<file path="src/verilog/alu_pkg.sv">
package alu_pkg;

	// ----------------------------------------------------------------
	// Instruction word layout.
	// ----------------------------------------------------------------
	localparam int unsigned INSN_W    = 14;  // Width of one instruction word.
	localparam int unsigned DATA_W    = 8;   // Width of the data path.
	localparam int unsigned FADDR_W   = 7;   // Width of a file register address.
	localparam int unsigned NIB_W     = 4;   // Width of one nibble.
	localparam int unsigned DEST_BIT  = 7;   // Position of the destination-select bit.
	localparam int unsigned OP6_LSB   = 8;   // Low bit of the six-bit opcode field.
	localparam int unsigned OP5_LSB   = 9;   // Low bit of the five-bit opcode field.

	// ----------------------------------------------------------------
	// Opcode patterns.
	// ----------------------------------------------------------------
	localparam logic [5:0] OPC_SWAP   = 6'h0E;  // 00 1110 dfff ffff.
	localparam logic [5:0] OPC_XORL   = 6'h3A;  // 11 1010 kkkk kkkk.
	localparam logic [5:0] OPC_SUBF   = 6'h02;  // 00 0010 dfff ffff.
	localparam logic [4:0] OPC_SUBL   = 5'h1E;  // 11 110x kkkk kkkk.

	// ----------------------------------------------------------------
	// Destination select and reset values.
	// ----------------------------------------------------------------
	localparam logic       DEST_W     = 1'b0;   // Result goes to the working register.
	localparam logic [7:0] W_RST      = 8'h00;  // Working register after reset.
	localparam logic       FLAG_RST   = 1'b0;   // Status flags after reset.

	// Operation classes recognised by the decoder.
	typedef enum logic [2:0] {
		OP_NONE,
		OP_SWAP,
		OP_XORL,
		OP_SUBL,
		OP_SUBF
	} op_e;

endpackage : alu_pkg

</file>
<file path="src/verilog/nibble_swap_xor_subtract_alu.sv">
`timescale 1ns/1ps

module nibble_swap_xor_subtract_alu (
	input  wire logic                        i_clk_sys,         // Core clock, 20 MHz.
	input  wire logic                        i_rst,             // Synchronous reset, high.
	input  wire logic                        i_insn_valid,      // Instruction present this cycle.
	input  wire logic [alu_pkg::INSN_W-1:0]  i_insn,            // Instruction word.
	input  wire logic [alu_pkg::DATA_W-1:0]  i_file_rdata,      // Addressed file register.
	output logic      [alu_pkg::FADDR_W-1:0] o_file_addr,       // File register address.
	output logic                             o_file_we,         // File write strobe, one cycle.
	output logic      [alu_pkg::DATA_W-1:0]  o_file_wdata,      // File write data.
	output logic      [alu_pkg::DATA_W-1:0]  o_w,               // Working register.
	output logic                             o_carry_flag,      // Carry flag.
	output logic                             o_digit_carry_flag,// Digit carry flag.
	output logic                             o_zero_flag        // Zero flag.
);
	import alu_pkg::*;

	// ----------------------------------------------------------------
	// Decode.
	// ----------------------------------------------------------------
	op_e                 op;      // Operation class of the current word.
	logic                dest_f;  // High when the result goes to the file.
	logic [DATA_W-1:0]   lit;     // Literal field.

	// Classify the word; the literal subtract ignores its low opcode bit.
	always_comb begin
		op = OP_NONE;
		if (i_insn_valid) begin
			if (i_insn[INSN_W-1:OP6_LSB] == OPC_SWAP) begin
				op = OP_SWAP;
			end else if (i_insn[INSN_W-1:OP6_LSB] == OPC_XORL) begin
				op = OP_XORL;
			end else if (i_insn[INSN_W-1:OP6_LSB] == OPC_SUBF) begin
				op = OP_SUBF;
			end else if (i_insn[INSN_W-1:OP5_LSB] == OPC_SUBL) begin
				op = OP_SUBL;
			end
		end
		dest_f      = i_insn[DEST_BIT] != DEST_W;
		lit         = i_insn[DATA_W-1:0];
		o_file_addr = i_insn[FADDR_W-1:0];
	end

	// ----------------------------------------------------------------
	// Subtractor shared by both subtract operations.
	// ----------------------------------------------------------------
	logic [DATA_W-1:0] sub_a;   // Minuend: literal or file register.
	logic [DATA_W-1:0] sub_d;   // Difference.
	logic              sub_c;   // Inverted borrow.
	logic              sub_dcy; // Inverted nibble borrow.

	// Pick the minuend from the operation.
	always_comb begin
		sub_a = (op == OP_SUBL) ? lit : i_file_rdata;
	end

	alu_sub8 u_sub (
		.i_a      (sub_a),
		.i_b      (o_w),
		.o_diff   (sub_d),
		.o_carry  (sub_c),
		.o_dcarry (sub_dcy)
	);

	// ----------------------------------------------------------------
	// Result and state update.
	// ----------------------------------------------------------------
	logic [DATA_W-1:0] w_r, w_nxt;         // Working register.
	logic              c_r, c_nxt;         // Carry flag.
	logic              dcy_r, dcy_nxt;     // Digit carry flag.
	logic              z_r, z_nxt;         // Zero flag.
	logic              fwe_r, fwe_nxt;     // File write strobe.
	logic [DATA_W-1:0] fwd_r, fwd_nxt;     // File write data.
	logic [DATA_W-1:0] res;                // Result of the current operation.

	// Compute the next state; each operation finishes in its own cycle.
	always_comb begin
		w_nxt   = w_r;
		c_nxt   = c_r;
		dcy_nxt = dcy_r;
		z_nxt   = z_r;
		fwe_nxt = 1'b0;
		fwd_nxt = fwd_r;
		res     = sub_d;
		unique case (op)
			OP_SWAP: begin
				// Nibbles exchanged; flags untouched.
				res = {i_file_rdata[NIB_W-1:0], i_file_rdata[DATA_W-1:NIB_W]};
				if (dest_f) begin
					fwe_nxt = 1'b1;
					fwd_nxt = res;
				end else begin
					w_nxt = res;
				end
			end
			OP_XORL: begin
				// Always to the working register; only zero changes.
				res   = o_w ^ lit;
				w_nxt = res;
				z_nxt = res == '0;
			end
			OP_SUBL: begin
				// Literal minus working register into working register.
				w_nxt  = sub_d;
				c_nxt   = sub_c;
				dcy_nxt = sub_dcy;
				z_nxt   = sub_d == '0;
			end
			OP_SUBF: begin
				// File minus working register to the chosen destination.
				if (dest_f) begin
					fwe_nxt = 1'b1;
					fwd_nxt = sub_d;
				end else begin
					w_nxt = sub_d;
				end
				c_nxt  = sub_c;
				dcy_nxt = sub_dcy;
				z_nxt   = sub_d == '0;
			end
			OP_NONE: begin
				res = sub_d;
			end
		endcase
	end

	// Register the state.
	always_ff @(posedge i_clk_sys) begin
		if (i_rst) begin
			w_r   <= W_RST;
			c_r   <= FLAG_RST;
			dcy_r <= FLAG_RST;
			z_r   <= FLAG_RST;
			fwe_r <= 1'b0;
			fwd_r <= W_RST;
		end else begin
			w_r   <= w_nxt;
			c_r   <= c_nxt;
			dcy_r <= dcy_nxt;
			z_r   <= z_nxt;
			fwe_r <= fwe_nxt;
			fwd_r <= fwd_nxt;
		end
	end

	assign o_w                = w_r;
	assign o_carry_flag       = c_r;
	assign o_digit_carry_flag = dcy_r;
	assign o_zero_flag        = z_r;
	assign o_file_we          = fwe_r;
	assign o_file_wdata       = fwd_r;
endmodule : nibble_swap_xor_subtract_alu

</file>
<file path="src/verilog/alu_sub8.sv">
`timescale 1ns/1ps

// ----------------------------------------------------------------
// Eight-bit subtractor: minuend minus subtrahend with inverted borrows.
// ----------------------------------------------------------------
module alu_sub8 (
	input  wire logic [alu_pkg::DATA_W-1:0] i_a,        // Minuend.
	input  wire logic [alu_pkg::DATA_W-1:0] i_b,        // Subtrahend.
	output logic      [alu_pkg::DATA_W-1:0] o_diff,     // Difference modulo 256.
	output logic                            o_carry,    // High when no borrow.
	output logic                            o_dcarry    // High when no low-nibble borrow.
);
	import alu_pkg::*;

	logic [DATA_W:0] full;  // Nine-bit sum of a plus the complement of b plus one.
	logic [NIB_W:0]  low;   // Five-bit sum on the low nibble alone.

	// Two's complement subtraction; the top bit is the inverted borrow.
	always_comb begin
		full     = {1'b0, i_a} + {1'b0, ~i_b} + {{DATA_W{1'b0}}, 1'b1};
		low      = {1'b0, i_a[NIB_W-1:0]} + {1'b0, ~i_b[NIB_W-1:0]} + {{NIB_W{1'b0}}, 1'b1};
		o_diff   = full[DATA_W-1:0];
		o_carry  = full[DATA_W];
		o_dcarry = low[NIB_W];
	end

endmodule : alu_sub8

</file>
<file path="config.mk">
export PLATFORM = sky130hd
export DESIGN_NAME = nibble_swap_xor_subtract_alu
export DESIGN_NICKNAME = d
export VERILOG_FILES = /design/src/verilog/alu_pkg.sv /design/src/verilog/nibble_swap_xor_subtract_alu.sv /design/src/verilog/alu_sub8.sv
export SDC_FILE = /design/constraint.sdc
export NUM_CORES = 1
export LEC_CHECK = 0
export CORE_MARGIN = 2
export CORE_UTILIZATION = 57
export DETAILED_ROUTE_END_ITERATION = 7
export DONT_BUFFER_PORTS = 1
export PLACE_DENSITY = 0.75
export SLEW_MARGIN = 15
export SYNTH_ARGS = -nofsm -noshare
export SYNTH_HDL_FRONTEND = slang
export SYNTH_SLANG_ARGS = --single-unit
</file>
<file path="constraint.sdc">
create_clock -name i_clk_sys -period 3.2 [get_ports i_clk_sys]
set_input_delay 0.32 -clock i_clk_sys [delete_from_list [all_inputs] [get_ports i_clk_sys]]
set_output_delay 0.32 -clock i_clk_sys [all_outputs]
set_load 0.01 [all_outputs]
</file>
==> results of run 1 <==
-- area by class of cell --
cell class	count	area, sq um
multi-input combinational	146	1020
fill	225	861
sequential	20	400
timing repair buffer	14	105
inverter	12	45.0
tap	30	37.5
clock inverter	1	30.0
clock buffer	3	22.5
-- flip-flops by register name (all words and copies together), names as in the netlist --
register	flops
o_carry_flag	1
o_digit_carry_flag	1
o_file_wdata	8
o_file_we	1
o_w	8
o_zero_flag	1
-- worst reg2reg max path, stage by stage, from the launching register on --
cell	delay [ns]
dfxtp_1	0.40
ha_1	0.25
fa_1	0.40
nand2b_1	0.17
a21oi_1	0.21
xor2_1	0.11
or4_1	0.38
or4_1	0.43
a221oi_2	0.24
-- stage by stage --
step	worst slack, ns	instances	hold slack [ns]	setup TNS (ns)
final	0.250	226	0.0466	0
after global routing	0.0478	226	0.0286	0
after CTS	0.278	226	0.0453	0
after detailed placement	-0.0351	222	0.392	-0.0351
after global placement	0.0347	222	0.390	0
after floorplan	0.0202	192	0.473	0
-- layout by cell type, fill, tap and decap left out, drive strengths merged, types with 4 or more instances in the layout --
cell type,instances
nor2,26
dfxtp,20
nand2,18
buf,14
inv,12
xor2,11
a221oi,11
ha,8
mux2,7
a21oi,7
a211oi,7
nor3,7
a311oi,6
o21ai,6
or4,4
nor4,4
-- routing by layer --
metal	wire length, um	up-vias
met5	0	-
met3	375	13
li1	-	711
met4	80	0
met2	2000	83
met1	1730	712
-- worst max path at each step --
stage / startpoint / endpoint / slack, ns / cells past startpoint
6_report: i_insn[9] / o_zero_flag / 0.25 / 12
3_5_place_dp: i_insn[9] / o_zero_flag / -0.04 / 12
4_1_cts: i_insn[9] / o_zero_flag / 0.28 / 12
5_1_grt: i_insn[9] / o_zero_flag / 0.05 / 12
3_3_place_gp: i_insn[9] / o_zero_flag / 0.03 / 10
2_1_floorplan: i_insn_valid / o_zero_flag / 0.02 / 13
-- power groups by stage --
| stage | Sequential (uW) | Combinational, uW | Clock, uW |
|---|---|---|---|
| final | 259 | 130 | 218 |
| after global routing | 260 | 143 | 231 |
| after floorplan | 264 | 95.5 | 0 |
| after global placement | 265 | 125 | 0 |
| after detailed placement | 265 | 126 | 0 |
| after CTS | 259 | 127 | 219 |
-- logic make-up (layout without fill, tap and decap cells) --
logic type | count (synthesis) | count (layout) | share of synthesized area
buffers and inverters | 26 | 30 | 0.0812
AND/OR/NAND/NOR | 70 | 70 | 0.223
multiplexers | 8 | 8 | 0.0576
AO/OA/AOI/OAI | 46 | 46 | 0.226
XOR/XNOR | 13 | 13 | 0.0739
adder cells (fa/ha/maj) | 9 | 9 | 0.0779
flip-flops | 20 | 20 | 0.260
==> metrics.md, run 1 <==
| Metric | Value |
|---|---|
| Flops & latches, synth | `20` |
| Kind of critical path | `input pin to flip-flop` |
| Min-delay src | `i_rst` |
| Hold bufs inserted after CTS | `0` |
| Met2 Track Usage GR | `0.482` |
| Drt total wl | `roughly 4200 um` |
| CTS Buf Count | `3` |
| # diodes | `0` |
| Peak VDD IR | `around 0.00027 V` |
| Status | `complete, no violations` |
| Max Fclk | `roughly 340 MHz` |
| I/O Pins | `52` |
| Startpoint types | `input pin` |
| Net Sw Frac | `0.274` |
| Synth Cell Area | `0.00154 sq mm` |
| Routed via count | `between 1500 and 2000` |
| Largest net degree at the start of global routing | `21` |
| Clk_skew | `approximately 0.0028 ns` |
| Vias per cell | `6.72` |
| GRT Residual Overflow | `0` |
| Pwr Total | `a little over 600 uW` |
| Antenna Violating Nets Remaining | `0` |
| Initial antenna violation count | `0` |
| Met1 Resource Use GR | `0.329` |
| Clk sinks | `20` |
| Crit-path cells | `nand2b_1 > nor3_2 > buf_4 > mux2i_1 > ha_1 > fa_1 > nand2b_1 > a21oi_1 > xor2_1 > or4_1 > or4_1 > a221oi_2` |
| Crit-path leading delay family | `simple AND/OR/NAND/NOR gates` |
| Detailed Place HPWL | `around 3300 um` |
| Slowest cell on the critical path | `or4_1` |
| DRT Pass-1 Iters | `4` |
| Synth top area share | `0.260` |
| Synth top cells by count | `25 x nor2_1, 20 x dfxtp_1, 18 x nand2_1` |
| Final nets | `231` |
| Clk_lat worst skew | `0.32 ns` |
| Worst path required time | `approximately 3.4 ns` |
| Post-route cell area | `0.00166 sq mm` |
| Total GRT Usage | `0.276` |
| Worst Hold Endpoint | `o_zero_flag` |
| Fin crit share | `0.922` |
| Max-slew violation count | `0` |
| Buf/Inv on CP | `1` |
| Post-CTS setup buffer count | `0` |
| Maximum buffer depth of the clock tree | `2` |
| NetSw | `approximately 170 uW` |
| Top FF cell, synth | `dfxtp_1` |
| Sequential share of power | `0.427` |
| CP max stage delay | `between 0.4 and 0.5 ns` |
| Reg-to-Reg Start | `o_w[0]` |
| Tmin final | `approximately 3 ns` |
| Fin. Hold Viols | `0` |
| CTS tree | `done` |
| Largest area contributor in the netlist | `dfxtp_1` |
| Max-Cap Viols | `0` |
| Layout cells sized above 1 | `0.153` |
| Clock slew at reported path FFs | `roughly 0.13 ns` |
| Die area | `approximately 0.0031 sq mm` |
| Syn Nets | `~230` |
| Slew headroom | `0.399` |
| Async SR Flop Fraction | `0` |
| Combinational cell fraction of total power | `0.214` |
| Die width | `between 50 and 60 um` |
| Placed Area | `roughly 0.0016 sq mm` |
| Critical Path AT | `roughly 3.2 ns` |
| Int Pwr | `approximately 440 uW` |
| Met3 Usage GRT | `0.0651` |
| DRT iter0 DRCs | `74` |
| Yosys warns | `0` |
| Final Setup Violations | `0` |
| Hold Path Stages | `1` |
| Placeable core area | `around 0.0025 sq mm` |
| Final Core Density | `0.659` |
| Vias in the first global route | `around 1500` |
| RSZ-0062 raised after global routing | `false` |
| Tightest Hold Check Type | `input pin to flip-flop` |
| Post-synth EDFFs | `0` |
| Pin slew with the least headroom to its limit | `roughly 0.9 ns` |
| CP Max Fanout | `3` |
| PwrDens | `roughly 370 mW/mm^2` |
| Syn-to-layout area delta | `7.79%` |
| R2r endpoint | `o_zero_flag` |
| Port Buffer Count | `0` |
| Die span in y | `roughly 56 um` |
| Clock power share | `0.359` |
| Final RePlAce weighted congestion | `a little over 0.9` |
| Synth area leaders | `dfxtp_1 26%, ha_1 6.5%, xor2_1 6.3%` |
| Post_cts resized | `0` |
| Routed WL per cell | `between 15 and 20 um` |
| R2R Setup Slk | `about 0.53 ns` |
| Post-Synthesis Cells | `approximately 190` |
| First-pass GRT wire length | `about 7000 um` |
| Sequential share of the synthesized area | `0.260` |
| DRC | `0` |
| Worst-case reg-to-reg path depth | `8` |
| Post-Syn Area per Cell | `8.03 sq um` |
| CTS root buf | `clkbuf_4` |
| FP Rows | `18` |
| Distinct cells, synth | `38` |
| CTS H-tree depth | `1` |
| Cell with the most instances after synthesis | `nor2_1` |
| CP endpoint kind | `flip-flop` |
| Starting density of the core | `0.611` |
| Global route hottest layer | `met2` |
| Static leakage | `about 0.00061 uW` |
Power figures use the tool's default switching activity.
==> run 2, diff against run 1 <==
RECOVER_POWER = 100   (was unset)
==> metrics.md, run 2 (synthesis results as in run 1) <==
| Metric | Value |
|---|---|
| Status | `complete, no violations` |
| First-pass GRT wire length | `7010 um` |
| Startpoint types | `input pin` |
| R2R Setup Slk | `between 0.5 and 0.6 ns` |
| Static leakage | `approximately 0.0006 uW` |
| CTS H-tree depth | `1` |
| FP Rows | `18` |
| I/O Pins | `52` |
| CTS Buf Count | `3` |
| Fin. Hold Viols | `0` |
| Largest net degree at the start of global routing | `21` |
| Antenna Violating Nets Remaining | `0` |
| Int Pwr | `approximately 440 uW` |
| CTS tree | `done` |
| DRT Pass-1 Iters | `5` |
| Final nets | `231` |
| Worst path required time | `between 3 and 4 ns` |
| Clk sinks | `20` |
| Max-Cap Viols | `0` |
| Clock slew at reported path FFs | `between 0.1 and 0.15 ns` |
| Initial antenna violation count | `0` |
| Max Fclk | `341 MHz` |
| Placeable core area | `0.00252 sq mm` |
| Worst Hold Endpoint | `o_zero_flag` |
| R2r endpoint | `o_zero_flag` |
| Port Buffer Count | `0` |
| Drt total wl | `4190 um` |
| Hold Path Stages | `1` |
| Most common cell after layout, fill and taps aside | `nor2_1` |
| # fillers | `between 200 and 250` |
| Slowest cell on the critical path | `or4_1` |
| NetSw | `about 170 uW` |
| Final Core Density | `0.654` |
| Fin crit share | `0.916` |
| Tightest Hold Check Type | `input pin to flip-flop` |
| Vias per cell | `between 6 and 7` |
| CP max stage delay | `between 0.4 and 0.5 ns` |
| Routed WL per cell | `between 15 and 20 um` |
| Clk_lat worst skew | `approximately 0.32 ns` |
| Clk_skew | `0.00272 ns` |
| Die width | `approximately 56 um` |
| Post-CTS setup buffer count | `0` |
| DRC | `0` |
| DRT iter0 DRCs | `64` |
| Slew headroom | `0.392` |
| Final RePlAce weighted congestion | `just over 0.9` |
| Min-delay src | `i_rst` |
| Combinational cell fraction of total power | `0.210` |
| Die area | `0.00314 sq mm` |
| Detailed Place HPWL | `~3300 um` |
| Net Sw Frac | `0.274` |
| Layout cells sized above 1 | `0.138` |
| Hold bufs inserted after CTS | `0` |
| PwrDens | `between 300 and 400 mW/mm^2` |
| GRT Residual Overflow | `0` |
| Kind of critical path | `input pin to flip-flop` |
| Worst-case reg-to-reg path depth | `8` |
| Vias in the first global route | `1528` |
| Peak VDD IR | `roughly 0.00027 V` |
| Most frequent cells in the layout | `25 x nor2_1, 20 x dfxtp_1, 18 x nand2_1, 12 x inv_1, 11 x xor2_1` |
| Critical Path AT | `approximately 3.2 ns` |
| Sequential share of power | `0.429` |
| Crit-path cells | `nand2b_1 > nor3_2 > buf_4 > mux2i_1 > ha_1 > fa_1 > nand2b_1 > a21oi_1 > xor2_1 > or4_1 > or4_1 > a221oi_2` |
| Syn-to-layout area delta | `7.06%` |
| Tmin final | `between 2 and 3 ns` |
| CP Max Fanout | `3` |
| Post_cts resized | `0` |
| Pin slew with the least headroom to its limit | `0.912 ns` |
| Die span in y | `about 56 um` |
| Total GRT Usage | `0.276` |
| Starting density of the core | `0.611` |
| CP endpoint kind | `flip-flop` |
| # diodes | `0` |
| Hold_ws | `about 0.048 ns` |
| Clock power share | `0.361` |
| Routed via count | `1502` |
| Max-slew violation count | `0` |
| CTS root buf | `clkbuf_4` |
| Final Setup Violations | `0` |
| Reg-to-Reg Start | `o_w[0]` |
| RSZ-0062 raised after global routing | `false` |
| Maximum buffer depth of the clock tree | `2` |
[run 2: cell count changes in the layout (fill, tap and decap cells not counted), sizes merged]
cell / change
buf: -7
clkbuf: +7
[run 2: critical path, delay by kind of cell]
kind                     cells  cell delay (ns)
AO/OA/AOI/OAI                2             0.45
XOR/XNOR                     1             0.11
adder cells (fa/ha/maj)      2             0.60
buffers and inverters        1             0.18
multiplexers                 1             0.07
AND/OR/NAND/NOR              5             1.43
[run 2: power by group through the flow]
stage	registers, uW	clock network [uW]	logic (uW)
detailed placement	265	0	126
floorplan	264	0	95.5
global route	260	231	140
global placement	265	0	125
finish	259	218	127
CTS	259	219	127
[run 2: routing by layer]
layer | vias to the layer above | track usage | share of wire
li1 | 710 | - | -
met1 | 700 | 0.329 | 0.41
met2 | 78 | 0.482 | 0.48
met3 | 14 | 0.0651 | 0.096
met4 | 0 | 0.0952 | 0.022
met5 | - | 0 | 0
[run 2: cell type report]
type	count	area [sq um]	share of cell area
clock buffers	3	22.5	0.0136
clock inverters	1	30.0	0.0182
inverters	12	45.0	0.0273
multi-input cells	146	1020	0.619
flip-flops and latches	20	400	0.243
well taps	30	37.5	0.0227
repair buffers	14	93.8	0.0569
[run 2: how the worst max path moves through the flow]
stage,endpoint,from,slack [ns],depth (start not counted)
after floorplan,o_zero_flag,i_insn_valid,0.02,13
after global placement,o_zero_flag,i_insn[9],0.03,10
after detailed placement,o_zero_flag,i_insn[9],-0.04,12
after CTS,o_zero_flag,i_insn[9],0.28,12
after global routing,o_zero_flag,i_insn[9],0.05,12
final,o_zero_flag,i_insn[9],0.27,12
[run 2: through the flow]
stage	total power (uW)	worst slack, ns	setup TNS, ns	instances	instance area, sq um
CTS	605	0.278	0	226	1660
floorplan	359	0.0202	0	192	1560
detailed placement	391	-0.0351	-0.0351	222	1610
finish	604	0.270	0	226	1650
global placement	390	0.0347	0	222	1610
global route	631	0.0506	0	226	1650
==> run 3, diff against run 2 <==
CELL_PAD_IN_SITES_DETAIL_PLACEMENT = 0   (was unset)
CELL_PAD_IN_SITES_GLOBAL_PLACEMENT = 2   (was unset)
CORE_UTILIZATION = 31   (was 57)
PLACE_DENSITY = unset   (was 0.75)
PLACE_DENSITY_LB_ADDON = 0.1   (was unset)
==> metrics.md, run 3 (synthesis results as in run 1) <==
| Metric | Value |
|---|---|
| Slew headroom | `0.383` |
| Drt total wl | `around 4800 um` |
| Pre-CTS WS | `-0.0179 ns` |
| I/O Pins | `52` |
| Post-route cell area | `0.00173 sq mm` |
| DRT Pass-1 Iters | `4` |
| PwrDens | `roughly 380 mW/mm^2` |
| Maximum buffer depth of the clock tree | `2` |
| Startpoint types | `input pin` |
| Most frequent cells in the layout | `25 x nor2_1, 20 x dfxtp_1, 18 x nand2_1, 12 x inv_1, 11 x xor2_1` |
| Initial antenna violation count | `0` |
| Detailed Place HPWL | `3860 um` |
| Tmin final | `roughly 3 ns` |
| Die span in y | `between 70 and 80 um` |
| Most common cell after layout, fill and taps aside | `nor2_1` |
| Layout cells sized above 1 | `0.135` |
| Clock slew at reported path FFs | `0.09 ns` |
| CP max stage delay | `between 0.5 and 0.6 ns` |
| Max-Cap Viols | `0` |
| Post-CTS setup buffer count | `0` |
| Static leakage | `about 0.00062 uW` |
| CP endpoint kind | `flip-flop` |
| Final Setup Violations | `0` |
| # diodes | `0` |
| Reg-to-Reg Start | `o_w[0]` |
| DRT iter0 DRCs | `70` |
| Kind of critical path | `input pin to flip-flop` |
| Vias per cell | `~5.5` |
| Fin crit share | `0.931` |
| CP Max Fanout | `8` |
| Placeable core area | `0.00475 sq mm` |
| Hold_ws | `0.112 ns` |
| Max Fclk | `336 MHz` |
| Hold bufs inserted after CTS | `0` |
| Worst-case reg-to-reg path depth | `8` |
| Pwr Total | `650 uW` |
| Most frequent CP cell | `or4_1` |
| Port Buffer Count | `0` |
| Status | `complete, no violations` |
| Total GRT Usage | `0.184` |
| Vias in the first global route | `~1400` |
| Antenna Violating Nets Remaining | `0` |
| First-pass GRT wire length | `approximately 7600 um` |
| CTS root buf | `clkbuf_8` |
| CP startpoint | `i_insn[9]` |
| FP Rows | `25` |
| Routed WL per cell | `between 15 and 20 um` |
| Largest net degree at the start of global routing | `21` |
| Fin. Hold Viols | `0` |
| Max-slew violation count | `0` |
| Pin slew with the least headroom to its limit | `between 0.9 and 1 ns` |
| R2r endpoint | `o_zero_flag` |
| Clk_skew | `0.00849 ns` |
| CTS Buf Count | `3` |
| Routed via count | `1462` |
| Clk sinks | `20` |
| DRC | `0` |
| Peak VDD IR | `about 0.00015 V` |
| Final nets | `about 240` |
| R2R Setup Slk | `0.54 ns` |
| Crit-path cells | `nand2b_1 > nor3_1 > buf_4 > clkbuf_1 > mux2_2 > ha_1 > or4_1 > o221ai_1 > xnor2_1 > or4_1 > a221oi_2` |
| Die area | `about 0.0056 sq mm` |
| Placed Area | `0.00169 sq mm` |
| CTS tree | `done` |
| RSZ-0062 raised after global routing | `false` |
| Syn-to-layout area delta | `12.4%` |
| Clk_lat worst skew | `approximately 0.26 ns` |
| CTS H-tree depth | `1` |
| Tightest Hold Check Type | `input pin to flip-flop` |
| Starting density of the core | `0.324` |
| Post_cts resized | `0` |
| Die width | `74.5 um` |
| Final WS setup | `roughly 0.22 ns` |
| Final RePlAce weighted congestion | `just under 0.9` |
| Worst path required time | `~3.4 ns` |
| GRT Residual Overflow | `0` |
| Worst setup endpoint | `o_zero_flag` |
| Critical Path AT | `between 3 and 4 ns` |
| Slowest cell on the critical path | `or4_1` |
[run 3: final cells by class]
type | count | area [sq um]
repair buffers | 18 | 116
multi-input cells | 146 | 1020
flip-flops and latches | 20 | 400
clock inverters | 1 | 30.0
inverters | 12 | 45.0
clock buffers | 3 | 41.3
fillers | 535 | 3020
well taps | 67 | 83.8
[run 3: critical path, delay by kind of cell]
| family | cells | cell delay [ns] |
|---|---|---|
| and+or+nand+nor | 4 | 1.40 |
| buffers and inverters | 2 | 0.36 |
| xor gates and xnor gates | 1 | 0.11 |
| muxes | 1 | 0.34 |
| adders and majority gates | 1 | 0.20 |
| AOI/OAI and AO/OA | 2 | 0.43 |
[run 3: worst min-delay path by stage]
| stage | start | to | slack (ns) | cells past startpoint |
|---|---|---|---|---|
| finish | i_rst | o_zero_flag | 0.11 | 1 |
| global placement | i_rst | o_zero_flag | 0.39 | 1 |
| floorplan | i_file_rdata[7] | o_w[3] | 0.47 | 2 |
| detailed placement | i_rst | o_zero_flag | 0.39 | 1 |
| global route | i_rst | o_zero_flag | 0.09 | 1 |
| CTS | i_rst | o_zero_flag | 0.10 | 1 |
[run 3: per-layer routing]
metal | up-vias | routed length, um | GRT usage
met4 | 0 | 52 | 0.0734
met2 | 39 | 2190 | 0.285
met1 | 697 | 2230 | 0.242
met3 | 6 | 318 | 0.0515
met5 | - | 0 | 0
li1 | 720 | - | -
[run 3: per-stage QoR]
step	TNS, ns	cells	util
after CTS	0	267	0.369
after global placement	0	263	0.354
after detailed placement	-0.0179	263	0.354
after global routing	0	267	0.364
final	0	267	0.364
after floorplan	0	192	-
[run 3: where the power goes]
part	switching (uW)	internal, uW
logic	71.0	59.3
clock network	93.4	167
registers	6.30	253
